$ cat src/shared/chan_port_defines.svh
// constant offsets, bit positions, codes and reset values for the
// channel interface control port; included by the control port module.
`ifndef CHAN_PORT_DEFINES_SVH
`define CHAN_PORT_DEFINES_SVH

// strobe channel bit numbers, channel numbering
`define STB_START       0
`define STB_END         1
`define STB_FUNC        2
`define STB_CLEAR       3
`define STB_SEND        4
`define STB_TABLE       5
`define STB_ADDR_SEL    6

// control word bit numbers, channel numbering
`define CW_COMPARE      0
`define CW_CONNECT      2
`define FN_CONVERT      0
`define FN_WRITE        1
`define FN_ALT_BANK     3
`define FN_NO_MEM       4
`define FN_HALT_ERR     5
`define FN_REVERSE      6

// connect codes, channel bits C..F
`define CONNECT_CH0     4'hc
`define CONNECT_CH1     4'hd

// address geometry
`define PAGE_LAST       11'h7ff
`define PAGE_FIRST      11'h000
`define TABLE_LOW       8'h00

// reset values
`define ADDR_RESET      15'h0000
`define PHASE_RESET     3'h0
`define STATUS_RESET    16'h0000
`define CODE_RESET      12'h000

`endif

$ cat src/shared/chan_port_pkg.sv
// types shared by the channel interface control port modules
// assumes the defines header is compiled alongside
package chan_port_pkg;

  typedef enum logic {
    XFER_IDLE,
    XFER_RUN
  } xfer_state_t;

  typedef struct packed {
    logic convert;
    logic write;
    logic alt_bank;
    logic no_mem;
    logic halt_err;
    logic reverse;
  } xfer_cfg_t;

  typedef struct packed {
    logic        is_connect;
    logic [11:0] code;
  } periph_code_t;

  typedef struct packed {
    logic        req;
    logic        we;
    logic [14:0] addr;
  } mem_req_t;

endpackage

$ cat src/design/strobe_edges.sv
// edge detection for the strobe channel bits
// assumes levels synchronous to core_clk; enable gates both edges
`timescale 1ns/1ps
module strobe_edges (
  input  wire logic       core_clk,
  input  wire logic       rst,
  input  wire logic       enable,
  input  wire logic [6:0] level,
  output logic      [6:0] rise,
  output logic      [6:0] fall
);

  logic [6:0] prev;

  always_ff @(posedge core_clk or posedge rst) begin
    if (rst) begin
      prev <= 7'h00;
    end else begin
      prev <= level;
    end
  end

  assign rise = enable ? (level & ~prev) : 7'h00;
  assign fall = enable ? (~level & prev) : 7'h00;

endmodule // strobe_edges

$ cat src/design/channel_interface_control_port.sv
// channel interface control port: control, strobe and status channels
// assumes all inputs synchronous to core_clk; data path is external
`timescale 1ns/1ps
`include "chan_port_defines.svh"
module channel_interface_control_port
  import chan_port_pkg::*;
(
  input  wire logic         core_clk,
  input  wire logic         rst,
  input  wire logic         channel_select,
  input  wire logic [15:0]  control_word,
  input  wire logic [15:0]  strobe_word,
  output logic      [15:0]  status_word,
  input  wire logic [3:0]   irq_lines,
  input  wire logic [3:0]   assembly_count,
  input  wire logic         word_strobe,
  input  wire logic         end_of_record,
  input  wire logic         mem_parity_err,
  input  wire logic         read_parity_err,
  input  wire logic         write_parity_err,
  output mem_req_t          mem_bus,
  output xfer_cfg_t         xfer_cfg,
  output logic      [14:0]  table_address,
  output periph_code_t      periph_code,
  output logic              periph_code_send,
  output logic              transfer_active,
  output logic              page_empty,
  output logic              address_compare
);

  // channel bit n, bit 0 most significant
  function automatic logic chan_bit(input logic [15:0] w,
                                    input int unsigned n);
    chan_bit = w[15 - n];
  endfunction

  // next in-page address, counting up or down
  function automatic logic [10:0] step_low(input logic [10:0] a,
                                           input logic        down);
    step_low = down ? 11'(a - 11'h001) : 11'(a + 11'h001);
  endfunction

  xfer_state_t  state;
  xfer_state_t  next_state;
  logic [14:0]  cur_addr;
  logic [14:0]  next_cur_addr;
  logic [10:0]  end_low;
  logic [3:0]   next_page;
  logic         compare_en;
  logic [2:0]   phase_count;
  logic         sticky_mem_err;
  logic         sticky_read_err;
  logic [6:0]   stb_rise;
  logic [6:0]   stb_fall;

  // connection decode
  wire  [3:0]  connect_code  = strobe_word[3:0];
  wire  [3:0]  own_code      = channel_select ? `CONNECT_CH1
                                              : `CONNECT_CH0;
  wire         connected     = (connect_code == own_code);

  wire  [6:0]  stb_level     = {chan_bit(strobe_word, `STB_ADDR_SEL),
                                chan_bit(strobe_word, `STB_TABLE),
                                chan_bit(strobe_word, `STB_SEND),
                                chan_bit(strobe_word, `STB_CLEAR),
                                chan_bit(strobe_word, `STB_FUNC),
                                chan_bit(strobe_word, `STB_END),
                                chan_bit(strobe_word, `STB_START)};

  strobe_edges u_strobe_edges (
    .core_clk (core_clk),
    .rst      (rst),
    .enable   (connected),
    .level    (stb_level),
    .rise     (stb_rise),
    .fall     (stb_fall)
  );

  // strobe decode
  wire         load_start    = stb_rise[`STB_START];
  wire         load_end      = stb_rise[`STB_END];
  wire         load_func     = stb_rise[`STB_FUNC];
  wire         load_table    = stb_rise[`STB_TABLE];
  wire         send_code     = stb_fall[`STB_SEND];
  wire         prog_clear    = connected
                               & stb_level[`STB_CLEAR];
  wire         addr_sel      = connected
                               & stb_level[`STB_ADDR_SEL];

  // control word fields, address fields complemented on arrival
  wire  [14:0] cw_addr       = ~control_word[14:0];
  wire         cw_compare    = chan_bit(control_word, `CW_COMPARE);
  wire  [10:0] cw_end_low    = cw_addr[10:0];
  wire  [3:0]  cw_next_page  = cw_addr[14:11];
  wire  [6:0]  cw_table_hi   = ~control_word[14:8];
  wire         cw_is_connect = chan_bit(control_word, `CW_CONNECT);
  wire  [11:0] cw_code       = control_word[11:0];

  wire  xfer_cfg_t cw_cfg    = '{
    convert:  chan_bit(control_word, `FN_CONVERT),
    write:    chan_bit(control_word, `FN_WRITE),
    alt_bank: chan_bit(control_word, `FN_ALT_BANK),
    no_mem:   chan_bit(control_word, `FN_NO_MEM),
    halt_err: chan_bit(control_word, `FN_HALT_ERR),
    reverse:  chan_bit(control_word, `FN_REVERSE)
  };

  // transfer progress decode
  wire         running       = (state == XFER_RUN);
  wire         word_step     = running & word_strobe;
  wire         count_down    = xfer_cfg.reverse & ~xfer_cfg.write;
  wire  [10:0] page_edge     = count_down ? `PAGE_FIRST
                                          : `PAGE_LAST;
  wire         at_page_edge  = (cur_addr[10:0] == page_edge);
  wire         end_match     = (cur_addr[10:0] == end_low)
                               & (cur_addr[14:11] == next_page);
  wire         compare_stop  = word_step & xfer_cfg.write
                               & compare_en & end_match;
  wire         record_stop   = running & end_of_record;
  wire         any_parity    = (mem_parity_err & xfer_cfg.write)
                               | read_parity_err
                               | write_parity_err;
  wire         error_stop    = running & xfer_cfg.halt_err
                               & any_parity;
  wire         stop_now      = compare_stop | record_stop | error_stop;
  wire  [2:0]  phase_step    = xfer_cfg.alt_bank ? 3'h2 : 3'h1;
  wire         page_jump     = word_step & at_page_edge & ~compare_stop;

  // next address: lower bits step, page jumps to loaded next page
  always_comb begin
    next_cur_addr = cur_addr;
    if (load_start) begin
      next_cur_addr = cw_addr;
    end else if (word_step) begin
      if (at_page_edge) begin
        next_cur_addr = {next_page,
                         count_down ? `PAGE_LAST : `PAGE_FIRST};
      end else begin
        next_cur_addr = {cur_addr[14:11],
                         step_low(cur_addr[10:0], count_down)};
      end
    end
  end

  // transfer state
  always_comb begin
    next_state = state;
    case (state)
      XFER_IDLE: begin
        if (load_func && !prog_clear) begin
          next_state = XFER_RUN;
        end
      end
      XFER_RUN: begin
        if (prog_clear || stop_now) begin
          next_state = XFER_IDLE;
        end else if (load_func) begin
          next_state = XFER_RUN;
        end
      end
      default: begin
        next_state = XFER_IDLE;
      end
    endcase
  end

  always_ff @(posedge core_clk or posedge rst) begin
    if (rst) begin
      state    <= XFER_IDLE;
      cur_addr <= `ADDR_RESET;
    end else begin
      state    <= next_state;
      cur_addr <= next_cur_addr;
    end
  end

  // terminating address and compare flag
  always_ff @(posedge core_clk or posedge rst) begin
    if (rst) begin
      end_low    <= `PAGE_LAST;
      next_page  <= 4'h0;
      compare_en <= 1'b0;
    end else if (load_end) begin
      end_low    <= cw_end_low;
      next_page  <= cw_next_page;
      compare_en <= cw_compare;
    end
  end

  // table address, upper seven bits from the channel
  always_ff @(posedge core_clk or posedge rst) begin
    if (rst) begin
      table_address <= `ADDR_RESET;
    end else if (load_table) begin
      table_address <= {cw_table_hi, `TABLE_LOW};
    end
  end

  // function bits, held until reload or clear
  always_ff @(posedge core_clk or posedge rst) begin
    if (rst) begin
      xfer_cfg <= '0;
    end else if (prog_clear) begin
      xfer_cfg <= '0;
    end else if (load_func) begin
      xfer_cfg <= cw_cfg;
    end
  end

  // peripheral code captured while strobe bit 4 is set, sent on clear
  always_ff @(posedge core_clk or posedge rst) begin
    if (rst) begin
      periph_code      <= '{is_connect: 1'b0, code: `CODE_RESET};
      periph_code_send <= 1'b0;
    end else begin
      if (connected && stb_level[`STB_SEND]) begin
        periph_code <= '{is_connect: cw_is_connect,
                         code:       cw_code};
      end
      periph_code_send <= send_code;
    end
  end

  // memory request per word unless references are disabled
  always_ff @(posedge core_clk or posedge rst) begin
    if (rst) begin
      mem_bus <= '0;
    end else begin
      mem_bus.req  <= word_step & ~xfer_cfg.no_mem;
      mem_bus.we   <= xfer_cfg.write;
      mem_bus.addr <= cur_addr;
    end
  end

  // bank phase counter advances on every word
  always_ff @(posedge core_clk or posedge rst) begin
    if (rst) begin
      phase_count <= `PHASE_RESET;
    end else if (prog_clear) begin
      phase_count <= `PHASE_RESET;
    end else if (word_step) begin
      phase_count <= 3'(phase_count + phase_step);
    end
  end

  // sticky parity flags; a new error beats the clear
  always_ff @(posedge core_clk or posedge rst) begin
    if (rst) begin
      sticky_mem_err  <= 1'b0;
      sticky_read_err <= 1'b0;
    end else begin
      sticky_mem_err  <= (mem_parity_err & running & xfer_cfg.write)
                         | (sticky_mem_err & ~prog_clear);
      sticky_read_err <= (read_parity_err & running)
                         | (sticky_read_err & ~prog_clear);
    end
  end

  // page boundary and compare flags; a new event beats the clear
  always_ff @(posedge core_clk or posedge rst) begin
    if (rst) begin
      page_empty      <= 1'b0;
      address_compare <= 1'b0;
    end else begin
      page_empty      <= page_jump
                         | (page_empty & ~load_end & ~prog_clear);
      address_compare <= compare_stop
                         | (address_compare & ~load_func
                            & ~prog_clear);
    end
  end

  // status words
  wire  [2:0]  common_bits   = {|irq_lines,
                                sticky_mem_err,
                                sticky_read_err};
  wire  [15:0] addr_status   = {2'b00, common_bits,
                                cur_addr[10:0]};
  wire  [15:0] dflt_status   = {2'b00, common_bits,
                                irq_lines,
                                assembly_count,
                                phase_count};
  wire  [15:0] next_status   = !connected ? `STATUS_RESET
                               : addr_sel ? addr_status
                               : dflt_status;

  always_ff @(posedge core_clk or posedge rst) begin
    if (rst) begin
      status_word <= `STATUS_RESET;
    end else begin
      status_word <= next_status;
    end
  end

  assign transfer_active = running;

endmodule // channel_interface_control_port

$ cat config.mk
export PLATFORM = sky130hd
export DESIGN_NAME = channel_interface_control_port
export DESIGN_NICKNAME = d
export VERILOG_FILES = /design/src/shared/chan_port_pkg.sv /design/src/design/strobe_edges.sv /design/src/design/channel_interface_control_port.sv
export VERILOG_INCLUDE_DIRS = /design/src /design/src/shared
export SDC_FILE = /design/constraint.sdc
export NUM_CORES = 1
export LEC_CHECK = 0
export ABC_AREA = 0
export BUFFER_PORTS_ARGS = -buffer_cell sky130_fd_sc_hd__clkbuf_2
export CORE_UTILIZATION = 40
export DETAILED_ROUTE_END_ITERATION = 16
export PLACE_DENSITY_LB_ADDON = 0.2
export REMOVE_ABC_BUFFERS = 1
export SYNTH_ARGS = -nofsm -noshare
export SYNTH_HDL_FRONTEND = slang
export SYNTH_SLANG_ARGS = --single-unit
$ cat constraint.sdc
create_clock -name core_clk -period 4.3 [get_ports core_clk]
set_input_delay 0.86 -clock core_clk [delete_from_list [all_inputs] [get_ports core_clk]]
set_output_delay 0.86 -clock core_clk [all_outputs]
set_load 0.03 [all_outputs]
* Word-level counts from Yosys, hierarchy flattened *
Index checks and enable logic that the tools add are counted.

operators by class
  $add $sub $neg = 3
  eq/ne operators = 4
  muxes and demuxes = 19
  bitwise gates (word level) = 45
  reduce and logical (&&, ||, !) cells = 10

operators with widths
  cell                   count
  $mux 15                3
  $mux 11                4
  $and 1x1->1            24
  $eq 11x11->1           2
  $mux 6                 3
  $not 15->15            1
  $mux 14                1
  $add 11x1->11 const B  1
  $sub 11x1->11 const B  1
  $eq 4x4->1             2
  $or 1x1->1             8
  $reduce_bool 2->1      4
  $not 1->1              7
  $not 7->7              1
  $and 6x6->6            1
  $mux 3                 2
  $not 6->6              1
  $and 5x5->5            1
  $mux 5                 1
  $not 5->5              1
  $reduce_or 4->1        1
  $add 3x2->3            1
  $mux 1                 3
  $logic_and 1x1->1      2
  5 further kinds        5

word-level totals
  register bits = 103
  bits of input ports = 48
  word-level logic and storage cells = 107

* Logic depth before layout (Yosys ltp) *
Gate-level depths: netlist of the first run.

  depth in word-level cells = 9
  mapped depth = 10

* Cells and area by module *
Synthesis of the first run repeated with hierarchy kept, for this count alone.

unflattened totals
  cell total of the unflattened synthesis = 442
  area, all modules = 4919.7 µm²

by module, submodules not included
  module                          times used  cells each  area each (µm²)  sequential area each (µm²)
  channel_interface_control_port  1           419         4601.9           2441.1
  strobe_edges                    1           23          317.8            175.2

* Least setup slack after synthesis of the first run *
Ideal clock, no wire load.

  path kind = flip-flop to flip-flop
  start = register xfer_cfg[4] (netlist name)
  end = register cur_addr[6]
  library setup time = 0.094 ns
  data arrival time = 2.458 ns
  setup slack = 1.748 ns
  cell stages (with the launch flop) = 11
  path buffers = 1
  period minus slack after synthesis = 2.552 ns
  cell sequence = dfrtp_1 nand2b_1 buf_2 xnor2_1 ha_1 nor4_1 nor4b_1 nor2_1 xnor2_1 nand2_1 a221oi_2

between the ends
  cells in the longest elaborated chain, start to end = 7
  elaborated cells between the ends (all ways) = 9
  those cells by class = eq/ne (1); mux (6); bitwise (2)

ends and longest elaborated chain
  element                   line                                   source
  start: declaration        channel_interface_control_port.sv:22   output xfer_cfg_t xfer_cfg,
  start signal: assignment  channel_interface_control_port.sv:206  xfer_cfg <= cw_cfg;
  $not 1->1 *               channel_interface_control_port.sv:111  wire count_down = xfer_cfg.reverse & ~xfer_cfg.write;
  $and 1x1->1 *             channel_interface_control_port.sv:111
  $mux 11 (no line)         -
  $eq 11x11->1              channel_interface_control_port.sv:114  wire at_page_edge = (cur_addr[10:0] == page_edge);
  $mux 15 *                 channel_interface_control_port.sv:135  if (at_page_edge) begin
  $mux 15 *                 channel_interface_control_port.sv:134  end else if (word_step) begin
  $mux 15 *                 channel_interface_control_port.sv:132  if (load_start) begin
  end signal: assignment    channel_interface_control_port.sv:170  cur_addr <= `ADDR_RESET;
  end signal: assignment    channel_interface_control_port.sv:173  cur_addr <= next_cur_addr;
  end: declaration          channel_interface_control_port.sv:45   logic [14:0] cur_addr;

Every way passes the cells marked *; elsewhere a longest branch is shown, timed or not. The select of a mux whose other input is x is not followed.
A chain may end at the register's enable or synchronous reset.

* Final worst setup path of the first run *
Same ends and word-level chain as after synthesis.

==> results of run 1 <==
## metrics by stage
stage / hold slack, ps / utilization / cells
final: 412 / 0.489 / 653
after global routing: 432 / 0.489 / 653
after CTS: 414 / 0.489 / 653
after detailed placement: 408 / 0.460 / 637
after global placement: 413 / 0.460 / 637
after floorplan: 391 / - / 387
## area by class of cell
| class | instances | area (µm²) |
|---|---|---|
| Fill cell | 1075 | 5810 |
| Sequential cell | 102 | 2570 |
| Multi-Input combinational cell | 281 | 1920 |
| Timing Repair Buffer | 107 | 546 |
| Clock buffer | 10 | 239 |
| Tap cell | 143 | 179 |
| Clock inverter | 6 | 91.3 |
| Inverter | 4 | 17.5 |
## registers in the layout (all words and copies together), names as in the netlist, 3 cells and up
register	flops
mem_bus	17
next_page	4
periph_code	13
xfer_cfg	6
end_low	11
phase_count	3
cur_addr	15
table_address	7
status_word	14
u_strobe_edges.prev	5
## power groups by stage
stage / Sequential, mW / Clock [mW] / Combinational [mW]
6_report: 1.44 / 0.887 / 0.891
5_1_grt: 1.49 / 0.949 / 0.989
4_1_cts: 1.45 / 0.914 / 0.900
3_5_place_dp: 1.47 / 0 / 0.897
3_3_place_gp: 1.45 / 0 / 0.883
2_1_floorplan: 1.61 / 0 / 0.443
## cell families (layout without fill, tap and decap cells)
logic type | Yosys count | after routing | share of synthesized area
simple gates | 132 | 132 | 0.147
flops | 102 | 102 | 0.550
compound gates | 73 | 73 | 0.113
buf+inv | 40 | 127 | 0.0454
mux | 38 | 38 | 0.0864
xor+xnor | 25 | 25 | 0.0470
fa+ha+maj | 3 | 3 | 0.00966
other cells | 1 | 10 | 0.000804
## cells in the final DEF (no fill, tap or decap), drive strengths merged, types with 3 or more instances in the layout
| cell | instances |
|---|---|
| o31ai | 3 |
| mux2i | 23 |
| and2 | 5 |
| nand2 | 38 |
| o22ai | 4 |
| nor4 | 7 |
| o211ai | 3 |
| mux2 | 15 |
| xnor2 | 13 |
| xor2 | 12 |
| dfstp | 11 |
| buf | 4 |
| dfrtp | 91 |
| a211oi | 3 |
| inv | 6 |
| clkbuf | 113 |
| conb | 10 |
| nor3 | 11 |
| nor2 | 34 |
| nand3 | 11 |
| a22o | 4 |
| nand4 | 5 |
| o21ai | 28 |
| nand2b | 3 |
| a21oi | 15 |
| nor2b | 3 |
| nor3b | 4 |
## final timing paths
check / start / depth (start not counted) / endpoint / slack (ps)
hold reg to reg: cur_addr[11] / 0 / mem_bus[11] / 410
min in group asynchronous: rst / 2 / status_word[11] / 740
setup / recovery: xfer_cfg[4] / 9 / cur_addr[6] / 1380
setup reg to reg: xfer_cfg[4] / 9 / cur_addr[6] / 1380
max in group asynchronous: rst / 3 / end_low[8] / 2620
hold / removal: cur_addr[11] / 0 / mem_bus[11] / 410
## metal layers
| metal | track usage | up-vias | part of all wire | wire length [µm] |
|---|---|---|---|---|
| li1 | - | 1608 | - | - |
| met1 | 0.258 | 1635 | 0.46 | 4830 |
| met2 | 0.304 | 100 | 0.47 | 4910 |
| met3 | 0.0415 | 9 | 0.055 | 572 |
| met4 | 0.0657 | 0 | 0.015 | 160 |
| met5 | 0 | - | 0 | 0 |
==> flow_summary.ini, run 1 <==
[cells_and_area]
nNetsFinal = 556
area_growth_pct = 19.2
design_area_um2 = 5560
antenna_cells = 0
drive_above_1_share = 0.335

[detailed_routing]
routed_wl_um = 10500
dr.pass1.iters = 5
ant_nets = 0
via_count = 3352
drcViolationCount = 0
viasPerCell = 5.13
wl_per_cell_um = 16.0
first_iter_violations = 172

[clock_tree]
cts.sinks = 102
numCtsBuffers = 9
cts_max_path_buffers = 2
path_clk_slew_ps = 70
insertion_delay_ps = 340
cts.htree.levels = 3
root_buffer = clkbuf_16
cts-resized-gates = 0
hold_buffers = 0
postCtsSetupBuffers = 0
cts_tree = done

[worst_setup_path]
crit_family = simple AND/OR/NAND/NOR gates
critPathKind = flip-flop to flip-flop
arrival_ps = 3170
startpoint_type = flip-flop
path_buf_inv = 0
cp_slowest_cell = nand2b_1
cp_common_cell = xnor2_1
worstPathCellList = nand2b_1 > xnor2_1 > ha_1 > nor4_1 > nor4b_1 > nor2_1 > xnor2_1 > nand2_1 > a221oi_2
path_max_fanout = 14
crit_path_max_incr_delay_ps = 580
endpoint_kind = flip-flop
worstPathRequired_ps = 4560

[placement]
gp_congestion = 0.895
dpl.hpwl_um = 7420
placed_cell_area_um2 = 5230
dp_slack_ps = 1420
io_buffers = 103

[flow_run]
cap_violations = 0

[logic_synthesis]
syn_area_um2 = 4660
ys_top_cells_by_count = dfrtp_1 (91), nand2_1 (38), nor2_1 (32)
ys_warn_count = 0
yosysTopAreaCellShare = 0.488
yosysMostFrequentCell = dfrtp_1
ys.flop_type = dfrtp_1
yosys.cell_types.count = 62
syn_area_per_cell_um2 = 11.3
postSynth.asyncResetShare = 1.00
synth_edf_count = 0
synth_top_cell_by_area = dfrtp_1
synth_cells = 414
ys_top_cells_by_area = dfrtp_1 (49%), dfstp_2 (6.2%), mux2i_1 (4.9%), mux2_2 (3.4%), nand2_1 (3.1%)
yosysSeqAreaShare = 0.550
ys_ff_latch = 102

[floorplan]
rows = 39
die_w_um = 110
die_h_um = 110
initial_core_util = 0.410
core_area_um2 = 11400
io_pins = 119
dieArea_um2 = 12100

[pwr]
pwr-share-clk = 0.275
intPower_mw = 2.05
switchingPower_mw = 1.17
leakage_nw = 2.61
p_sw_frac = 0.363
power_frac_seq = 0.448
cellPowerDensity_nw_per_um2 = 580
power_mw = 3.22
vdd_ir_drop_max_uv = 445
combPwrFrac = 0.276

[global_routing]
grt_usage = 0.192
grt_pass1_wl_um = 17500
grt_overflow = 0
grt_max_degree = 81
antenna_found_initial = 0
grt_pass1_vias = 3421

[timing]
setup_viol = 0
fin_ws_ps = 1380
finalHoldViolCount = 0
maxSlewViolCount = 0
period_share = 0.678
fin_skew_ps = 8.69
tightest_slew_ps = 982
fin_crit_ps = 2920
finalSetupTns_ps = 0
clock.fmax_ghz = 0.343
relSlewSlack = 0.345
grt_setup_unrepaired = no

[run_status]
status = finished, final reports clean

[min_path]
hold_path_class = flip-flop to flip-flop
(Power assumes the default switching activity.)
==> run 2: changes to the inputs <==
==> constraint.sdc (replaced) <==
create_clock -name core_clk -period 2.6 [get_ports core_clk]
set_input_delay 0.52 -clock core_clk [delete_from_list [all_inputs] [get_ports core_clk]]
set_output_delay 0.52 -clock core_clk [all_outputs]
set_load 0.03 [all_outputs]
==> run 2 against run 1 <==
Utilization grew 1.3 points; routed wire length grew 0.99%; first-iteration DRC count shrank 16%; die area is the same; combinational power grew 90%; global-route usage grew 0.15 points; sequential cell count is the same; non-clock buffer count grew 14; register-to-register slack lost 1100 ps; critical path depth is the same; total power grew 72%; sequential power grew 58%; largest cell class unchanged; highest routed layer unchanged.
==> flow_summary.ini, run 2 (synthesis results as in run 1) <==
[pwr]
leakage_nw = 2.69
cellPowerDensity_nw_per_um2 = 974
power_mw = 5.55
vdd_ir_drop_max_uv = 507

[clock_tree]
postCtsSetupBuffers = 0
cts.htree.levels = 3
insertion_delay_ps = 360
hold_buffers = 0
cts-resized-gates = 0
path_clk_slew_ps = 70
cts_tree = done
root_buffer = clkbuf_16
numCtsBuffers = 9
cts.sinks = 102
cts_max_path_buffers = 2

[timing]
finalHoldViolCount = 0
relSlewSlack = 0.484
period_share = 0.895
grt_setup_unrepaired = no
maxSlewViolCount = 0
fin_crit_ps = 2330
setup_viol = 0
tightest_slew_ps = 773
fin_skew_ps = 10.3
clock.fmax_ghz = 0.430

[detailed_routing]
first_iter_violations = 145
dr.pass1.iters = 4
wl_per_cell_um = 15.9
viasPerCell = 5.09
routed_wl_um = 10600
via_count = 3396
ant_nets = 0
drcViolationCount = 0

[global_routing]
grt_pass1_vias = 3289
grt_max_degree = 45
grt_usage = 0.193
grt_pass1_wl_um = 17100
antenna_found_initial = 0
grt_overflow = 0

[cells_and_area]
reg_top3 = mem_bus x17, cur_addr x15, status_word x14
layout_commonest_cell = clkbuf_2
antenna_cells = 0
regMostFlops = mem_bus
layout_common_cells = clkbuf_2 (103), dfrtp_1 (91), nand2_1 (38)
area_growth_pct = 22.3
nNetsFinal = 570
drive_above_1_share = 0.353
largest_reg_flops = 17
finalNonFillerCells = 667

[worst_setup_path]
arrival_ps = 2590
worstPathRequired_ps = 2860
path_max_fanout = 6
startpoint_type = flip-flop
critPathKind = flip-flop to flip-flop
r2r_slack_ps = 270
endpoint_kind = flip-flop
ff2ff_path_depth = 9

[run_status]
status = finished, final reports clean

[floorplan]
die_w_um = 110
initial_core_util = 0.410
rows = 39
die_h_um = 110
dieArea_um2 = 12100
core_area_um2 = 11400
io_pins = 119

[placement]
io_buffers = 103
gp_congestion = 0.885
place_inst = 651
dpl.hpwl_um = 7690

[flow_run]
cap_violations = 0

[min_path]
hold_path_class = input pin to asynchronous set/reset pin
## run 2: cell types whose count changed in the layout (fill, tap and decap cells not counted)
| cell | before | now |
|---|---|---|
| buf_4 | 4 | 17 |
| buf_12 | 0 | 1 |
| bufinv_16 | 2 | 3 |
| clkbuf_8 | 1 | 2 |
| clkinv_4 | 1 | 0 |
| inv_6 | 2 | 1 |
## run 2: routing by layer
metal	up-vias	wire length, µm	part of all wire	GRT usage
met5	-	0	0	0
met4	0	323	0.031	0.103
met3	15	534	0.050	0.0397
met2	103	4730	0.45	0.296
met1	1639	4990	0.47	0.257
li1	1639	-	-	-
## run 2: critical path: stages, from the launching register on
cell and delay [ps]:
dfrtp_1 370, nand2b_1 180, xnor2_1 140, ha_1 260, nor4_1 260, nor4b_1 430, nor2_1 110, xnor2_1 160
nand2_1 90, a221oi_2 250
## run 2: layout make-up
class	count	area (µm²)
flip-flops and latches	102	2570
inverters	4	17.5
well taps	143	179
clock inverters	5	104
clock buffers	11	253
fillers	1037	5670
multi-input cells	281	1920
repair buffers	121	663
## run 2: final timing paths
check	startpoint	to
worst max-delay path	xfer_cfg[4]	cur_addr[6]
worst min register to register	cur_addr[11]	mem_bus[11]
max in group asynchronous	rst	end_low[1]
worst max register to register	xfer_cfg[4]	cur_addr[6]
worst min-delay path	rst	periph_code_send
min in group core_clk	strobe_word[13]	u_strobe_edges.prev[2]
## run 2: power by group
group	internal [mW]	switching, mW	total, mW
logic	0.637	1.05	1.69
registers	1.95	0.322	2.27
clock network	0.995	0.596	1.59
## run 2: stage by stage
stage          TNS [ps]  hold slack [ps]   util  area (µm²)  setup WS (ps)
2_1_floorplan    -52530              391      -        4500           -577
3_3_place_gp          0              413  0.470        5340            341
3_5_place_dp          0              416  0.470        5340            326
4_1_cts               0              187  0.501        5700            300
5_1_grt               0              219  0.501        5700           62.8
6_report              0              173  0.501        5700            272
